### src/hw/eag_consts.vh
`ifndef EAG_CONSTS_VH
`define EAG_CONSTS_VH

// addressing modes, one code each
`define EAG_MODE_REG_DIRECT 4'h0
`define EAG_MODE_REG_IND 4'h1
`define EAG_MODE_DISP16 4'h2
`define EAG_MODE_DISP24 4'h3
`define EAG_MODE_POST_INC 4'h4
`define EAG_MODE_PRE_DEC 4'h5
`define EAG_MODE_ABS8 4'h6
`define EAG_MODE_ABS16 4'h7
`define EAG_MODE_ABS24 4'h8
`define EAG_MODE_IMM 4'h9
`define EAG_MODE_PC_REL8 4'hA
`define EAG_MODE_PC_REL16 4'hB
`define EAG_MODE_MEM_IND 4'hC

// instruction classes
`define EAG_CLS_ARITH 3'h0
`define EAG_CLS_TRANSFER 3'h1
`define EAG_CLS_BIT 3'h2
`define EAG_CLS_BRANCH 3'h3
`define EAG_CLS_JUMP 3'h4
`define EAG_CLS_IMPLICIT 3'h5
`define EAG_CLS_TRAP 3'h6

// operand sizes
`define EAG_SIZE_BYTE 2'h0
`define EAG_SIZE_WORD 2'h1
`define EAG_SIZE_LONG 2'h2

// address widths and fills
`define EAG_INT_AW 24
`define EAG_OUT_AW 16
`define EAG_ABS8_FILL 8'hFF
`define EAG_EXT_TOP 8'h00
`define EAG_VEC_BASE 16'h0000

`endif

### src/hw/eag_size_step.v
`timescale 1ns/1ps
`default_nettype none
`include "eag_consts.vh"

module eag_size_step (
    input wire [1:0] size_i,
    output reg [31:0] step_o
);
    always @* begin
        case (size_i)
            `EAG_SIZE_BYTE: step_o = 32'h00000001;
            `EAG_SIZE_WORD: step_o = 32'h00000002;
            default: step_o = 32'h00000004;
        endcase
    end
endmodule

`default_nettype wire

### src/hw/eag_reg_select.v
`timescale 1ns/1ps
`default_nettype none
`include "eag_consts.vh"

module eag_reg_select (
    input wire [3:0] rsel_i,
    input wire [1:0] size_i,
    input wire [255:0] regs_i,
    output reg [31:0] value_o
);
    reg [31:0] wide;
    always @* begin
        wide = regs_i[rsel_i[2:0]*32 +: 32];
        case (size_i)
            // bit 3 set picks low byte or upper word; clear picks high byte or lower word
            `EAG_SIZE_BYTE: value_o = {24'h000000, rsel_i[3] ? wide[7:0] : wide[15:8]};
            `EAG_SIZE_WORD: value_o = {16'h0000, rsel_i[3] ? wide[31:16] : wide[15:0]};
            default: value_o = wide;
        endcase
    end
endmodule

`default_nettype wire

### src/hw/eag_top.v
// What this block does
// - thirteen addressing modes, per-class subset only
// - 24-bit internal address, 16-bit output
// - 24-bit extension widened, top byte zero
// - arithmetic: register/immediate; transfer: no PC/memory indirect
// - register direct selects byte, word, long
// - indirect uses low 24 register bits
// - displacement added, 16-bit one sign-extended
// - post-increment add_constant_op size step after access
// - pre-decrement subtracts first, address from result
// - 8-bit absolute fills upper bits ones
// - 16-bit absolute sign-extended upper byte
// - 24-bit absolute reaches whole space
// - immediate delivers 8, 16, 32-bit constant
// - bit ops: direct/indirect/absolute, bit number
// - implicit constants; trap 2-bit vector field
// - PC-relative: sign-extended disp plus next PC
// - memory indirect pointer zero-extended 8 bits
// - pointer longword, first byte dropped
// - register fields three or four bits
`timescale 1ns/1ps
`default_nettype none
`include "eag_consts.vh"

module eag_top (
    input wire SYS_CLK_I,
    input wire RESETN_I,
    input wire START_I,
    input wire [2:0] CLASS_I,
    input wire [3:0] MODE_I,
    input wire [1:0] SIZE_I,
    input wire [3:0] RSEL_I,
    input wire [31:0] EXT_I,
    input wire [2:0] BIT_IMM_I,
    input wire [1:0] TRAP_IMM_I,
    input wire [23:0] PC_NEXT_I,
    input wire [255:0] REGS_I,
    input wire BUS_READY_I,
    input wire PTR_VALID_I,
    input wire [31:0] PTR_DATA_I,
    output reg ADDR_VALID_O,
    output reg [15:0] ADDR_O,
    output reg [1:0] ADDR_SIZE_O,
    output reg PTR_REQ_O,
    output reg [15:0] PTR_ADDR_O,
    output reg OPND_VALID_O,
    output reg [31:0] OPND_O,
    output reg [2:0] BIT_NUM_O,
    output reg BRANCH_VALID_O,
    output reg [23:0] BRANCH_O,
    output reg WB_VALID_O,
    output reg [2:0] WB_REG_O,
    output reg [31:0] WB_DATA_O,
    output reg ILLEGAL_O,
    output reg BUSY_O
);
    // ==========================================
    // state machine
    localparam [3:0] ST_IDLE = 4'h1;
    localparam [3:0] ST_ADDR = 4'h2;
    localparam [3:0] ST_PTR = 4'h4;
    localparam [3:0] ST_DONE = 4'h8;

    reg [3:0] state_ff;
    reg [3:0] nxt_state;
    reg [3:0] mode_ff;
    reg [1:0] size_ff;
    reg [2:0] wreg_ff;
    reg [31:0] wdata_ff;
    reg post_ff;

    // ==========================================
    // legal mode per instruction class
    function legal;
        input [2:0] cls;
        input [3:0] mode;
        begin
            case (cls)
                `EAG_CLS_ARITH: legal = (mode == `EAG_MODE_REG_DIRECT) || (mode == `EAG_MODE_IMM);
                `EAG_CLS_TRANSFER: legal = (mode <= `EAG_MODE_IMM);
                `EAG_CLS_BIT: legal = (mode == `EAG_MODE_REG_DIRECT) || (mode == `EAG_MODE_REG_IND)
                    || (mode == `EAG_MODE_ABS8) || (mode == `EAG_MODE_ABS16) || (mode == `EAG_MODE_ABS24);
                `EAG_CLS_BRANCH: legal = (mode == `EAG_MODE_PC_REL8) || (mode == `EAG_MODE_PC_REL16);
                `EAG_CLS_JUMP: legal = (mode == `EAG_MODE_REG_IND) || (mode == `EAG_MODE_ABS24)
                    || (mode == `EAG_MODE_MEM_IND);
                // implicit constant and trap carry no address
                `EAG_CLS_IMPLICIT: legal = (mode == `EAG_MODE_IMM);
                `EAG_CLS_TRAP: legal = (mode == `EAG_MODE_IMM);
                default: legal = 1'b0;
            endcase
        end
    endfunction

    // ==========================================
    // operand paths
    wire [31:0] reg_val;
    wire [31:0] ptr_reg;
    wire [31:0] step;

    eag_reg_select u_sel (
        .rsel_i(RSEL_I),
        .size_i(SIZE_I),
        .regs_i(REGS_I),
        .value_o(reg_val)
    );

    eag_size_step u_step (
        .size_i(SIZE_I),
        .step_o(step)
    );

    assign ptr_reg = REGS_I[RSEL_I[2:0]*32 +: 32];

    // 24-bit extension widened, top byte zero
    wire [31:0] ext24 = {`EAG_EXT_TOP, EXT_I[23:0]};
    wire [31:0] disp16 = {{16{EXT_I[15]}}, EXT_I[15:0]};
    wire [31:0] sum16 = ptr_reg + disp16;
    // sums wrap at 32 bits; top byte dropped later anyway
    wire [31:0] sum24 = ptr_reg + ext24;
    wire [31:0] dec_val = ptr_reg - step;
    wire [31:0] inc_val = ptr_reg + step;
    wire [23:0] rel8 = PC_NEXT_I + {{16{EXT_I[7]}}, EXT_I[7:0]};
    wire [23:0] rel16 = PC_NEXT_I + {{8{EXT_I[15]}}, EXT_I[15:0]};

    // ==========================================
    // address per mode
    reg [23:0] ea;
    reg has_ea;
    always @* begin
        ea = 24'h000000;
        has_ea = 1'b1;
        case (MODE_I)
            `EAG_MODE_REG_IND: ea = ptr_reg[23:0];
            `EAG_MODE_DISP16: ea = sum16[23:0];
            `EAG_MODE_DISP24: ea = sum24[23:0];
            `EAG_MODE_POST_INC: ea = ptr_reg[23:0];
            `EAG_MODE_PRE_DEC: ea = dec_val[23:0];
            `EAG_MODE_ABS8: ea = {`EAG_ABS8_FILL, `EAG_ABS8_FILL, EXT_I[7:0]};
            `EAG_MODE_ABS16: ea = {{8{EXT_I[15]}}, EXT_I[15:0]};
            `EAG_MODE_ABS24: ea = EXT_I[23:0];
            // no memory address: operand or branch only
            default: has_ea = 1'b0;
        endcase
    end

    // ==========================================
    // immediate operand
    // immediate width by size
    reg [31:0] imm_val;
    always @* begin
        case (SIZE_I)
            `EAG_SIZE_BYTE: imm_val = {24'h000000, EXT_I[7:0]};
            `EAG_SIZE_WORD: imm_val = {16'h0000, EXT_I[15:0]};
            default: imm_val = EXT_I;
        endcase
    end

    // ==========================================
    // request accept and sequencing
    wire take = START_I && state_ff == ST_IDLE;
    wire ok = legal(CLASS_I, MODE_I);
    // accepted kinds; only address and pointer go busy
    wire go_pre = take && ok && MODE_I == `EAG_MODE_PRE_DEC;
    wire go_ptr = take && ok && MODE_I == `EAG_MODE_MEM_IND;
    wire go_rel = take && ok && (MODE_I == `EAG_MODE_PC_REL8 || MODE_I == `EAG_MODE_PC_REL16);
    wire go_addr = take && ok && has_ea;

    always @* begin
        nxt_state = state_ff;
        case (state_ff)
            ST_IDLE: begin
                if (go_ptr) begin
                    nxt_state = ST_PTR;
                end else if (go_addr) begin
                    nxt_state = ST_ADDR;
                end
            end
            // stall holds address until bus takes it
            ST_ADDR: if (BUS_READY_I) nxt_state = ST_DONE;
            ST_PTR: if (PTR_VALID_I) nxt_state = ST_DONE;
            // done cycle lets the write-back pulse clear
            ST_DONE: nxt_state = ST_IDLE;
            default: nxt_state = ST_IDLE;
        endcase
    end

    // ==========================================
    // registered outputs
    always @(posedge SYS_CLK_I or negedge RESETN_I) begin
        if (!RESETN_I) begin
            state_ff <= ST_IDLE;
            mode_ff <= 4'h0;
            size_ff <= 2'h0;
            wreg_ff <= 3'h0;
            wdata_ff <= 32'h00000000;
            post_ff <= 1'b0;
            ADDR_VALID_O <= 1'b0;
            ADDR_O <= 16'h0000;
            ADDR_SIZE_O <= 2'h0;
            PTR_REQ_O <= 1'b0;
            PTR_ADDR_O <= 16'h0000;
            OPND_VALID_O <= 1'b0;
            OPND_O <= 32'h00000000;
            BIT_NUM_O <= 3'h0;
            BRANCH_VALID_O <= 1'b0;
            BRANCH_O <= 24'h000000;
            WB_VALID_O <= 1'b0;
            WB_REG_O <= 3'h0;
            WB_DATA_O <= 32'h00000000;
            ILLEGAL_O <= 1'b0;
            BUSY_O <= 1'b0;
        end else begin
            state_ff <= nxt_state;
            // busy mirrors state so a held start is refused
            BUSY_O <= (nxt_state != ST_IDLE);
            OPND_VALID_O <= 1'b0;
            BRANCH_VALID_O <= 1'b0;
            WB_VALID_O <= 1'b0;
            ILLEGAL_O <= 1'b0;
            if (take) begin
                mode_ff <= MODE_I;
                size_ff <= SIZE_I;
                wreg_ff <= RSEL_I[2:0];
                post_ff <= (MODE_I == `EAG_MODE_POST_INC);
                // sum kept at accept; a stall cannot change it
                wdata_ff <= (MODE_I == `EAG_MODE_POST_INC) ? inc_val : dec_val;
                // reject modes outside the class subset
                ILLEGAL_O <= ~ok;
                BIT_NUM_O <= (CLASS_I == `EAG_CLS_BIT) ? BIT_IMM_I : reg_val[2:0];
                if (go_addr) begin
                    ADDR_VALID_O <= 1'b1;
                    ADDR_O <= ea[`EAG_OUT_AW-1:0];
                    ADDR_SIZE_O <= SIZE_I;
                end
                if (go_pre) begin
                    WB_VALID_O <= 1'b1;
                    WB_REG_O <= RSEL_I[2:0];
                    WB_DATA_O <= dec_val;
                end
                if (go_ptr) begin
                    // zero-extended pointer address
                    // table shares the vector area
                    PTR_REQ_O <= 1'b1;
                    PTR_ADDR_O <= {8'h00, EXT_I[7:0]};
                end
                if (ok && MODE_I == `EAG_MODE_REG_DIRECT) begin
                    OPND_VALID_O <= 1'b1;
                    OPND_O <= reg_val;
                end
                if (ok && MODE_I == `EAG_MODE_IMM) begin
                    OPND_VALID_O <= 1'b1;
                    OPND_O <= (CLASS_I == `EAG_CLS_TRAP) ? {28'h0000000, TRAP_IMM_I, 2'h0} : imm_val;
                end
                if (go_rel) begin
                    BRANCH_VALID_O <= 1'b1;
                    BRANCH_O <= (MODE_I == `EAG_MODE_PC_REL8) ? rel8 : rel16;
                end
            end
            if (state_ff == ST_ADDR && BUS_READY_I) begin
                ADDR_VALID_O <= 1'b0;
                if (post_ff) begin
                    WB_VALID_O <= 1'b1;
                    WB_REG_O <= wreg_ff;
                    WB_DATA_O <= wdata_ff;
                end
            end
            if (state_ff == ST_PTR && PTR_VALID_I) begin
                PTR_REQ_O <= 1'b0;
                BRANCH_VALID_O <= 1'b1;
                BRANCH_O <= PTR_DATA_I[23:0];
            end
        end
    end
endmodule

`default_nettype wire

### config.mk
export PLATFORM = sky130hd
export DESIGN_NAME = eag_top
export DESIGN_NICKNAME = d
export VERILOG_FILES = /design/src/hw/eag_size_step.v /design/src/hw/eag_reg_select.v /design/src/hw/eag_top.v
export VERILOG_INCLUDE_DIRS = /design/src /design/src/hw
export SDC_FILE = /design/constraint.sdc
export NUM_CORES = 1
export LEC_CHECK = 0
export BUFFER_PORTS_ARGS = -buffer_cell sky130_fd_sc_hd__buf_2
export CORE_AREA = 2 2 197 199
export DETAILED_ROUTE_END_ITERATION = 7
export DIE_AREA = 0 0 199 201
export PLACE_DENSITY = 0.64
export SLEW_MARGIN = 20
export SYNTH_ARGS = -nofsm -noshare
export SYNTH_HDL_FRONTEND = slang
export SYNTH_SLANG_ARGS = --single-unit
### constraint.sdc
create_clock -name SYS_CLK_I -period 2.5 [get_ports SYS_CLK_I]
set_input_delay 0.5 -clock SYS_CLK_I [delete_from_list [all_inputs] [get_ports SYS_CLK_I]]
set_output_delay 0.5 -clock SYS_CLK_I [all_outputs]
set_load 0.01 [all_outputs]
# Word level (Yosys, flattened, before mapping)
# Index checks and enable logic that the tools add are counted.
op_classes:
  add_sub_neg: 6
  order_cmp: 1
  eq_ne: 23
  shift: 1
  mux: 47
  bitwise_logic: 1
  n_reduce_logical: 36
ops:
  columns: ["operator", "count"]
  rows:
  - ["$mux W32", 8]
  - ["$shiftx A256 B9 Y32", 1]
  - ["$pmux W32 S2", 2]
  - ["$pmux W16 S7", 1]
  - ["$mux W24", 4]
  - ["$add A24 B24 Y24", 2]
  - ["$add A16 B16 Y16", 2]
  - ["$add A32 B3 Y32", 1]
  - ["$sub A32 B3 Y32", 1]
  - ["$eq A4 B3 Y1 const B", 5]
  - ["$eq A4 B4 Y1 const B", 5]
  - ["$mux W1", 18]
  - ["$mux W16", 1]
  - ["$mux W4", 4]
  - ["$mux W3", 5]
  - ["$eq A4 B2 Y1 const B", 3]
  - ["$pmux W4 S3", 1]
  - ["$reduce_and A2 Y1", 6]
  - ["$reduce_bool A2 Y1", 6]
  - ["$logic_and A1 B1 Y1", 10]
  - ["$eq A3 B3 Y1 const B", 3]
  - ["$eq A4 B1 Y1 const B", 2]
  - ["$logic_or A1 B1 Y1", 8]
  - ["$mux W8", 1]
  - ["13 further kinds", 15]
totals:
  ff_bits: 167
  in_bits: 367
  output_inout_bits: 135

# Longest topological paths before layout
# Gate-level depths: netlist of the first run.
logic_depth:
  ltp_word: 12
  depth_mapped: 21

# Modules after synthesis
# Synthesis of the first run repeated with hierarchy kept, for this count alone.
hier_totals:
  cells_unflattened: 1889
  area_unflattened_um2: 17244.0
modules_own_cells:
  columns: ["module", "instances", "cells_per_inst", "area_per_inst_um2", "seq_area_each_um2"]
  rows:
  - ["eag_top", 1, 1631, 14594.0, 4180.3]
  - ["eag_reg_select", 1, 225, 2414.8, 0.0]
  - ["eag_size_step", 1, 33, 235.2, 0.0]

# Worst setup path before layout of the first run
# Ideal clock, no wire load.
synth_path:
  kind: "input-to-reg"
  from: "input RSEL_I[0]"
  to: "register wdata_ff[31]"
  arrival_ps: 4563
  required_ps: 2370
  slack_ps: -2193
  path_stages: 19
  n_path_buf: 6
  cell_sequence: "buf_6 -> buf_8 -> buf_8 -> buf_8 -> buf_4 -> mux4_2 -> mux2i_1 -> inv_1 -> ha_1 -> o21bai_1 -> a21oi_1 -> a21boi_4 -> and4b_1 -> buf_4 -> nand4_4 -> or4b_1 -> o31ai_2 -> xor2_1 -> o21ai_1"
synth_between:
  elab_chain_len: 3
  word_cells_on_any_way: 4
  classes_between: "add/sub (2); shift (1); mux (1)"
synth_lines:
  columns: ["item", "line", "source"]
  rows:
  - ["start, declared", "eag_top.v:32", "input wire [3:0] RSEL_I,"]
  - ["$shiftx A256 B9 Y32 (*)", "eag_top.v:112", "assign ptr_reg = REGS_I[RSEL_I[2:0]*32 +: 32];"]
  - ["$sub A32 B3 Y32 or $add A32 B3 Y32 (tied branches)", "eag_top.v:120, eag_top.v:121", null]
  - ["$mux W32 (*)", "eag_top.v:226", "wdata_ff <= (MODE_I == `EAG_MODE_POST_INC) ? inc_val : dec_val;"]
  - ["end signal, assigned", "eag_top.v:226", null]
  - ["end, declared", "eag_top.v:69", "reg [31:0] wdata_ff;"]
# Every way passes the cells marked *; elsewhere a longest branch is shown, timed or not.
# A chain may end at the register's enable or synchronous reset.

# Final worst setup path of the first run
# Same ends and word-level chain as after synthesis.

==> flow_summary_export.csv, run 1 <==
group,metric,value,unit
floorplan,placeableCoreArea,38100,um2
job,max_cap_viol_count,0,
outcome,violations,"setup timing",
placed_design,placed_cell_area,19700,um2
timing,fmaxAchievable,0.317,GHz
timing,slew_headroom,0.526,
worst_setup_path,cp-end-kind,"flip-flop",
clocking,cts_buffer_depth,2,
timing,finClkSkew,0.0116,ns
global_route,grt_max_degree,76,
detailed_routing,first_iter_violations,1280,
logic_synthesis,synth_most_common_cell,"nand2_1",
logic_synthesis,netlist_top_cells_count,"nand2_1, dfrtp_1, nor2_1, a21oi_1, o21ai_0",
floorplan,die_area,40000,um2
detailed_routing,vias,16032,
outcome,status,"complete, but fails checks",
detailed_routing,drc,0,
clocking,cts_tree,"done",
detailed_routing,final_antenna_net_count,0,
detailed_routing,drt-pass1-iter-count,5,
power,power.density,542,nW/um2
placed_design,dp_hpwl,54.0,mm
power,p_leak,10.7,nW
power,vdd_drop_max,387,uV
floorplan,rows,72,
timing,final-setup-viol-count,95,
logic_synthesis,synth_edf_count,0,
floorplan,io_pins,502,
worst_setup_path,critPathTopFamily,"simple AND/OR/NAND/NOR gates",
finish,nFillCells,3289,
floorplan,initial_core_util,0.355,
timing,worst_pin_slew,0.710,ns
clocking,cts_buffers,17,
logic_synthesis,synth_ff_type,"dfrtp_1",
detailed_routing,wl_per_cell,23.4,um
timing,finalMaxSlewViolations,0,
timing,period_share,1.26,
finish,syn2layout_area_growth,69.2,%
worst_setup_path,crit_top_cell,"buf_12",
worst_setup_path,worstSetupStartpointType,"primary input",
clocking,htree_levels,4,
global_route,antenna_found_initial,7,
worst_setup_path,cp_cell_sequence,"buf_12 > buf_12 > mux4_2 > mux2i_4 > inv_4 > ha_4 > o21bai_1 > a21oi_2 > a21boi_4 > and4b_2 > nand4_4 > or4b_4 > o31ai_4 > xor2_1 > o21ai_1",
global_route,first_global_vias,16141,
worst_hold_path,hp-class,"in -> async",
finish,drive_above_1_share,0.589,
logic_synthesis,synth_area_per_cell,9.19,um2
logic_synthesis,netlist_instances,1473,
detailed_routing,routed_wl,67.5,mm
detailed_routing,avgViaCountPerCell,5.56,
worst_setup_path,cp_slowest_cell,"mux4_2",
timing,rsz0062_at_grt,"yes",
timing,post-route-min-period,3.16,ns
global_route,grt_overflow,0,
logic_synthesis,async_flop_share,1.00,
clocking,cts-root-buf,"clkbuf_16",
worst_setup_path,worst_ep_required_time,2.82,ns
finish,final_nets,2760,
logic_synthesis,synth_area_leader_cell,"dfrtp_1",
placed_design,portBuffers,485,
logic_synthesis,yosysSeqAreaShare,0.309,
timing,hold_viol_final,0,
worst_setup_path,path_buf_inv,3,
logic_synthesis,synthDistinctLibCells,92,
power,power.total,12.4,mW
floorplan,die_w,199,um
worst_setup_path,slowest_delay,0.51,ns
global_route,track_usage,0.331,
clocking,clkLatencyLatePin,0.46,ns
worst_setup_path,arrival,3.48,ns
placed_design,place_congestion,0.987,
worst_setup_path,crit_fanout,6,
logic_synthesis,synth_top_area_frac,0.307,
clocking,clk_pin_slew,0.08,ns
floorplan,die_y,201,um
worst_setup_path,worstSetupPathType,"in -> reg",
logic_synthesis,synth_area_leaders,"dfrtp_1, mux4_2, nand2_1",
global_route,grt_pass1_wl,98.9,mm
finish,fin_area,22900,um2
logic_synthesis,synth_warnings,0,
clocking,cts.sinks,167,
timing,timing.final.ws_setup,-0.658,ns
logic_synthesis,syn_area,13500,um2
logic_synthesis,synth_seq_cells,167,
-- stage by stage --
step / TNS, ns / utilization / std cells / worst slack [ns] / hold WS, ns
global placement: -114.87 / 0.517 / 2762 / -1.48 / 0.452
CTS: -28.59 / 0.565 / 2836 / -0.635 / 0.0332
finish: -31.12 / 0.601 / 2882 / -0.658 / 0.0241
floorplan: -99.81 / - / 1480 / -1.76 / 0.204
global route: -38.95 / 0.601 / 2881 / -0.723 / 0.0423
detailed placement: -117.66 / 0.517 / 2762 / -1.50 / 0.465
-- area by class of cell --
class | count | area [um2] | share of cell area
multi-input cells | 1173 | 10700 | 0.466
repair buffers | 949 | 6630 | 0.290
well taps | 518 | 648 | 0.0283
repair inverters | 1 | 16.3 | 0.000710
clock inverters | 15 | 158 | 0.00689
flip-flops and latches | 167 | 4180 | 0.183
clock buffers | 17 | 425 | 0.0186
diodes | 6 | 15.0 | 0.000656
inverters | 36 | 161 | 0.00705
-- registers in the layout, indices dropped and copies added, names as in the netlist, 4 cells and up --
register,flops
PTR_ADDR_O,8
BRANCH_O,24
wdata_ff,32
state_ff,4
WB_DATA_O,32
ADDR_O,16
OPND_O,32
-- routing by layer --
metal	track usage	part of all wire
met2	0.543	0.48
met4	0.0973	0.028
met5	0	0
met1	0.444	0.42
met3	0.0608	0.072
-- worst reg2reg max path: stages (launching register included) --
cell and delay (ns):
dfstp_2 0.57, nand4b_1 0.14, or3b_2 0.50, o32ai_1 0.16
buf_4 0.17, nand3_1 0.07, buf_4 0.17, buf_4 0.14
buf_4 0.16, o22ai_1 0.15, nor2_1 0.07
-- power breakdown --
group	switching, mW	internal (mW)	total, mW
Clock	1.34	1.34	2.68
Sequential	0.402	3.37	3.77
Combinational	3.08	2.87	5.95
Total	4.83	7.58	12.4
-- what timing repair did --
item | in CTS | in global routing
hold buffers | 0 | 0
hold endpoints to repair | 0 | 0
resized for setup | 181 | 204
gates cloned | 2 | 1
pin swaps | 102 | 122
setup endpoints to repair | 119 | 123
buffers inserted | 45 | 48
-- kinds of logic after synthesis --
kind of cell | Yosys count | synth area share
flip-flops | 167 | 0.309
buffers and inverters | 140 | 0.0530
adder cells (fa/ha/maj) | 48 | 0.0466
AND/OR/NAND/NOR | 464 | 0.163
multiplexers | 123 | 0.164
other | 1 | 0.000277
XOR/XNOR | 92 | 0.0595
AO/OA/AOI/OAI | 438 | 0.206
-- worst paths after layout --
path / to / startpoint / slack [ns] / depth (start not counted)
worst max-delay path: wdata_ff[31] / RSEL_I[0] / -0.66 / 15
worst min-delay path: OPND_O[21] / RESETN_I / 0.02 / 1
worst max register to register: BRANCH_O[6] / state_ff[0] / 0.10 / 10
worst min register to register: ADDR_SIZE_O[0] / ADDR_SIZE_O[0] / 0.48 / 2
max in group asynchronous: state_ff[0] / RESETN_I / 1.78 / 2
min in group SYS_CLK_I: state_ff[2] / PTR_VALID_I / 0.25 / 2
-- cell usage in the layout (no fill, tap or decap), drive strengths merged, types with 34 or more instances in the layout --
| cell | Yosys | layout |
|---|---|---|
| dfrtp | 166 | 166 |
| mux2i | 34 | 34 |
| o22ai | 63 | 63 |
| nand2 | 170 | 170 |
| ha | 44 | 44 |
| nor2 | 126 | 126 |
| mux4 | 66 | 66 |
| a21oi | 112 | 112 |
| buf | 45 | 947 |
| inv | 35 | 43 |
| xnor2 | 62 | 62 |
| nand3 | 37 | 37 |
| o21ai | 105 | 105 |
Power figures use the tool's default switching activity.
==> inputs of run 2 (changes only) <==
- CORE_AREA: 2 2 197 199 -> 2 2 193 195
- DIE_AREA: 0 0 199 201 -> 0 0 195 197
- clock period: 2.5 -> 3.7 ns (I/O delays scaled with it)
==> flow_summary_export.csv, run 2 (synthesized netlist as in run 1, its figures left out) <==
group,metric,value,unit
outcome,status,"finished clean",
placed_design,place_congestion,1.04,
finish,syn2layout_area_growth,38.6,%
worst_setup_path,worstSetupPathType,"in -> reg",
placed_design,dp_slack,-0.570,ns
detailed_routing,final_antenna_net_count,0,
worst_setup_path,worstSetupStartpointType,"primary input",
clocking,clk_pin_slew,0.07,ns
timing,finClkSkew,0.0110,ns
detailed_routing,wl_per_cell,24.8,um
timing,hold_viol_final,0,
finish,final_common_cell,"buf_2",
detailed_routing,drc,0,
clocking,hold_buffers,0,
floorplan,initial_core_util,0.373,
clocking,cts_buffers,17,
clocking,cts_buffer_depth,2,
floorplan,die_y,197,um
finish,final_util,0.517,
worst_setup_path,worst_ep_required_time,4.01,ns
worst_setup_path,crit_fanout,7,
floorplan,placeableCoreArea,36300,um2
clocking,clkLatencyLatePin,0.46,ns
worst_setup_path,cp_slowest_cell,"mux4_2",
job,max_cap_viol_count,0,
finish,reg_top3,"OPND_O (32), WB_DATA_O (32), wdata_ff (32)",
global_route,first_global_vias,14489,
detailed_routing,first_iter_violations,1370,
worst_hold_path,hp-class,"in -> async",
clocking,htree_levels,4,
power,power.density,401,nW/um2
worst_setup_path,cp-end-kind,"flip-flop",
timing,finalMaxSlewViolations,0,
global_route,grt_overflow,0,
finish,nFillCells,3476,
floorplan,die_area,38400,um2
finish,layout_common_cells,"buf_2, buf_4, dfrtp_1, nand2_1, nor2_1",
timing,period_share,0.982,
placed_design,dp_hpwl,53.8,mm
power,p_leak,8.97,nW
global_route,grt_max_degree,76,
clocking,cts.sinks,167,
detailed_routing,drt-pass1-iter-count,6,
timing,worst_pin_slew,0.890,ns
clocking,cts-root-buf,"clkbuf_16",
timing,fin_setup_tns,0,ns
global_route,antenna_found_initial,13,
worst_setup_path,cp_cell_sequence,"buf_12 > buf_4 > mux4_2 > mux2_4 > ha_4 > inv_1 > a21oi_2 > a21boi_4 > and4b_2 > nand4_4 > or4b_1 > o31ai_2 > xor2_1 > o21ai_1",
floorplan,io_pins,502,
timing,post-route-min-period,3.63,ns
worst_setup_path,slowest_delay,0.56,ns
worst_setup_path,arrival,3.95,ns
timing,timing.final.ws_setup,0.0670,ns
power,power.total,7.52,mW
timing,final-setup-viol-count,0,
finish,drive_above_1_share,0.437,
timing,slew_headroom,0.405,
global_route,track_usage,0.334,
clocking,cts_tree,"done",
global_route,grt_pass1_wl,94.2,mm
timing,fmaxAchievable,0.275,GHz
worst_setup_path,critPathTopFamily,"simple AND/OR/NAND/NOR gates",
placed_design,portBuffers,485,
floorplan,rows,70,
finish,final_nets,2532,
floorplan,die_w,195,um
power,vdd_drop_max,333,uV
detailed_routing,routed_wl,64.6,mm
detailed_routing,vias,14843,
detailed_routing,avgViaCountPerCell,5.69,
timing,rsz0062_at_grt,"no",
worst_setup_path,path_buf_inv,3,
run 2: cell types whose count changed in the layout (fill, tap and decap cells not counted), moves of 32 or more:
| cell | change |
|---|---|
| o21ai_0 | +48 |
| buf_6 | -56 |
| o21ai_1 | -32 |
| a21oi_2 | -35 |
| buf_4 | -143 |
| a21oi_1 | +38 |
run 2: area by class of cell:
cell class	instances	area [um2]	area share
Tap cell	468	586	0.0312
Inverter	36	138	0.00734
Clock inverter	15	153	0.00814
Multi-Input combinational cell	1173	8920	0.475
Sequential cell	167	4180	0.223
Clock buffer	17	425	0.0227
Antenna cell	9	22.5	0.00120
Timing Repair Buffer	722	4340	0.231
run 2: path summary, 6_finish.rpt:
kind | from | endpoint | depth (start not counted) | slack [ns]
max in group asynchronous | RESETN_I | OPND_O[24] | 2 | 2.59
worst min-delay path | RESETN_I | WB_REG_O[1] | 1 | 0.27
worst max-delay path | RSEL_I[0] | wdata_ff[31] | 14 | 0.07
worst min register to register | ADDR_O[3] | ADDR_O[3] | 2 | 0.48
worst max register to register | state_ff[1] | BRANCH_O[1] | 9 | 1.04
min in group SYS_CLK_I | ADDR_O[3] | ADDR_O[3] | 2 | 0.48
run 2: worst reg2reg max path, delay by kind of cell (launching register included):
kind,cells,cell delay [ns]
AOI/OAI and AO/OA,3,0.59
buffers and inverters,1,0.31
DFF,1,0.40
and+or+nand+nor,5,1.27
run 2: stage by stage:
step | std cells | hold slack (ns) | area (um2)
final | 2607 | 0.267 | 18800
after global routing | 2605 | 0.306 | 18800
after CTS | 2596 | 0.290 | 18700
after detailed placement | 2564 | 0.466 | 18100
after global placement | 2564 | 0.457 | 18100
after floorplan | 1480 | 0.444 | 13800
run 2: routing by layer:
metal,share of wire,GRT usage
met5,0,0
met4,0.041,0.151
met2,0.47,0.544
met1,0.41,0.427
met3,0.083,0.0715
run 2: where the power goes:
group | leakage (nW) | switching, mW | internal, mW | total (mW)
sequential | 2.13 | 0.268 | 2.28 | 2.55
combinational | 6.55 | 1.73 | 1.42 | 3.15
clock | 0.286 | 0.882 | 0.945 | 1.83
total | 8.97 | 2.88 | 4.64 | 7.52
run 2: what timing repair did:
action	4_1_cts	5_1_grt
buffers inserted	0	2
setup endpoints to repair	3	15
resized for setup	3	14
pin swaps	1	9
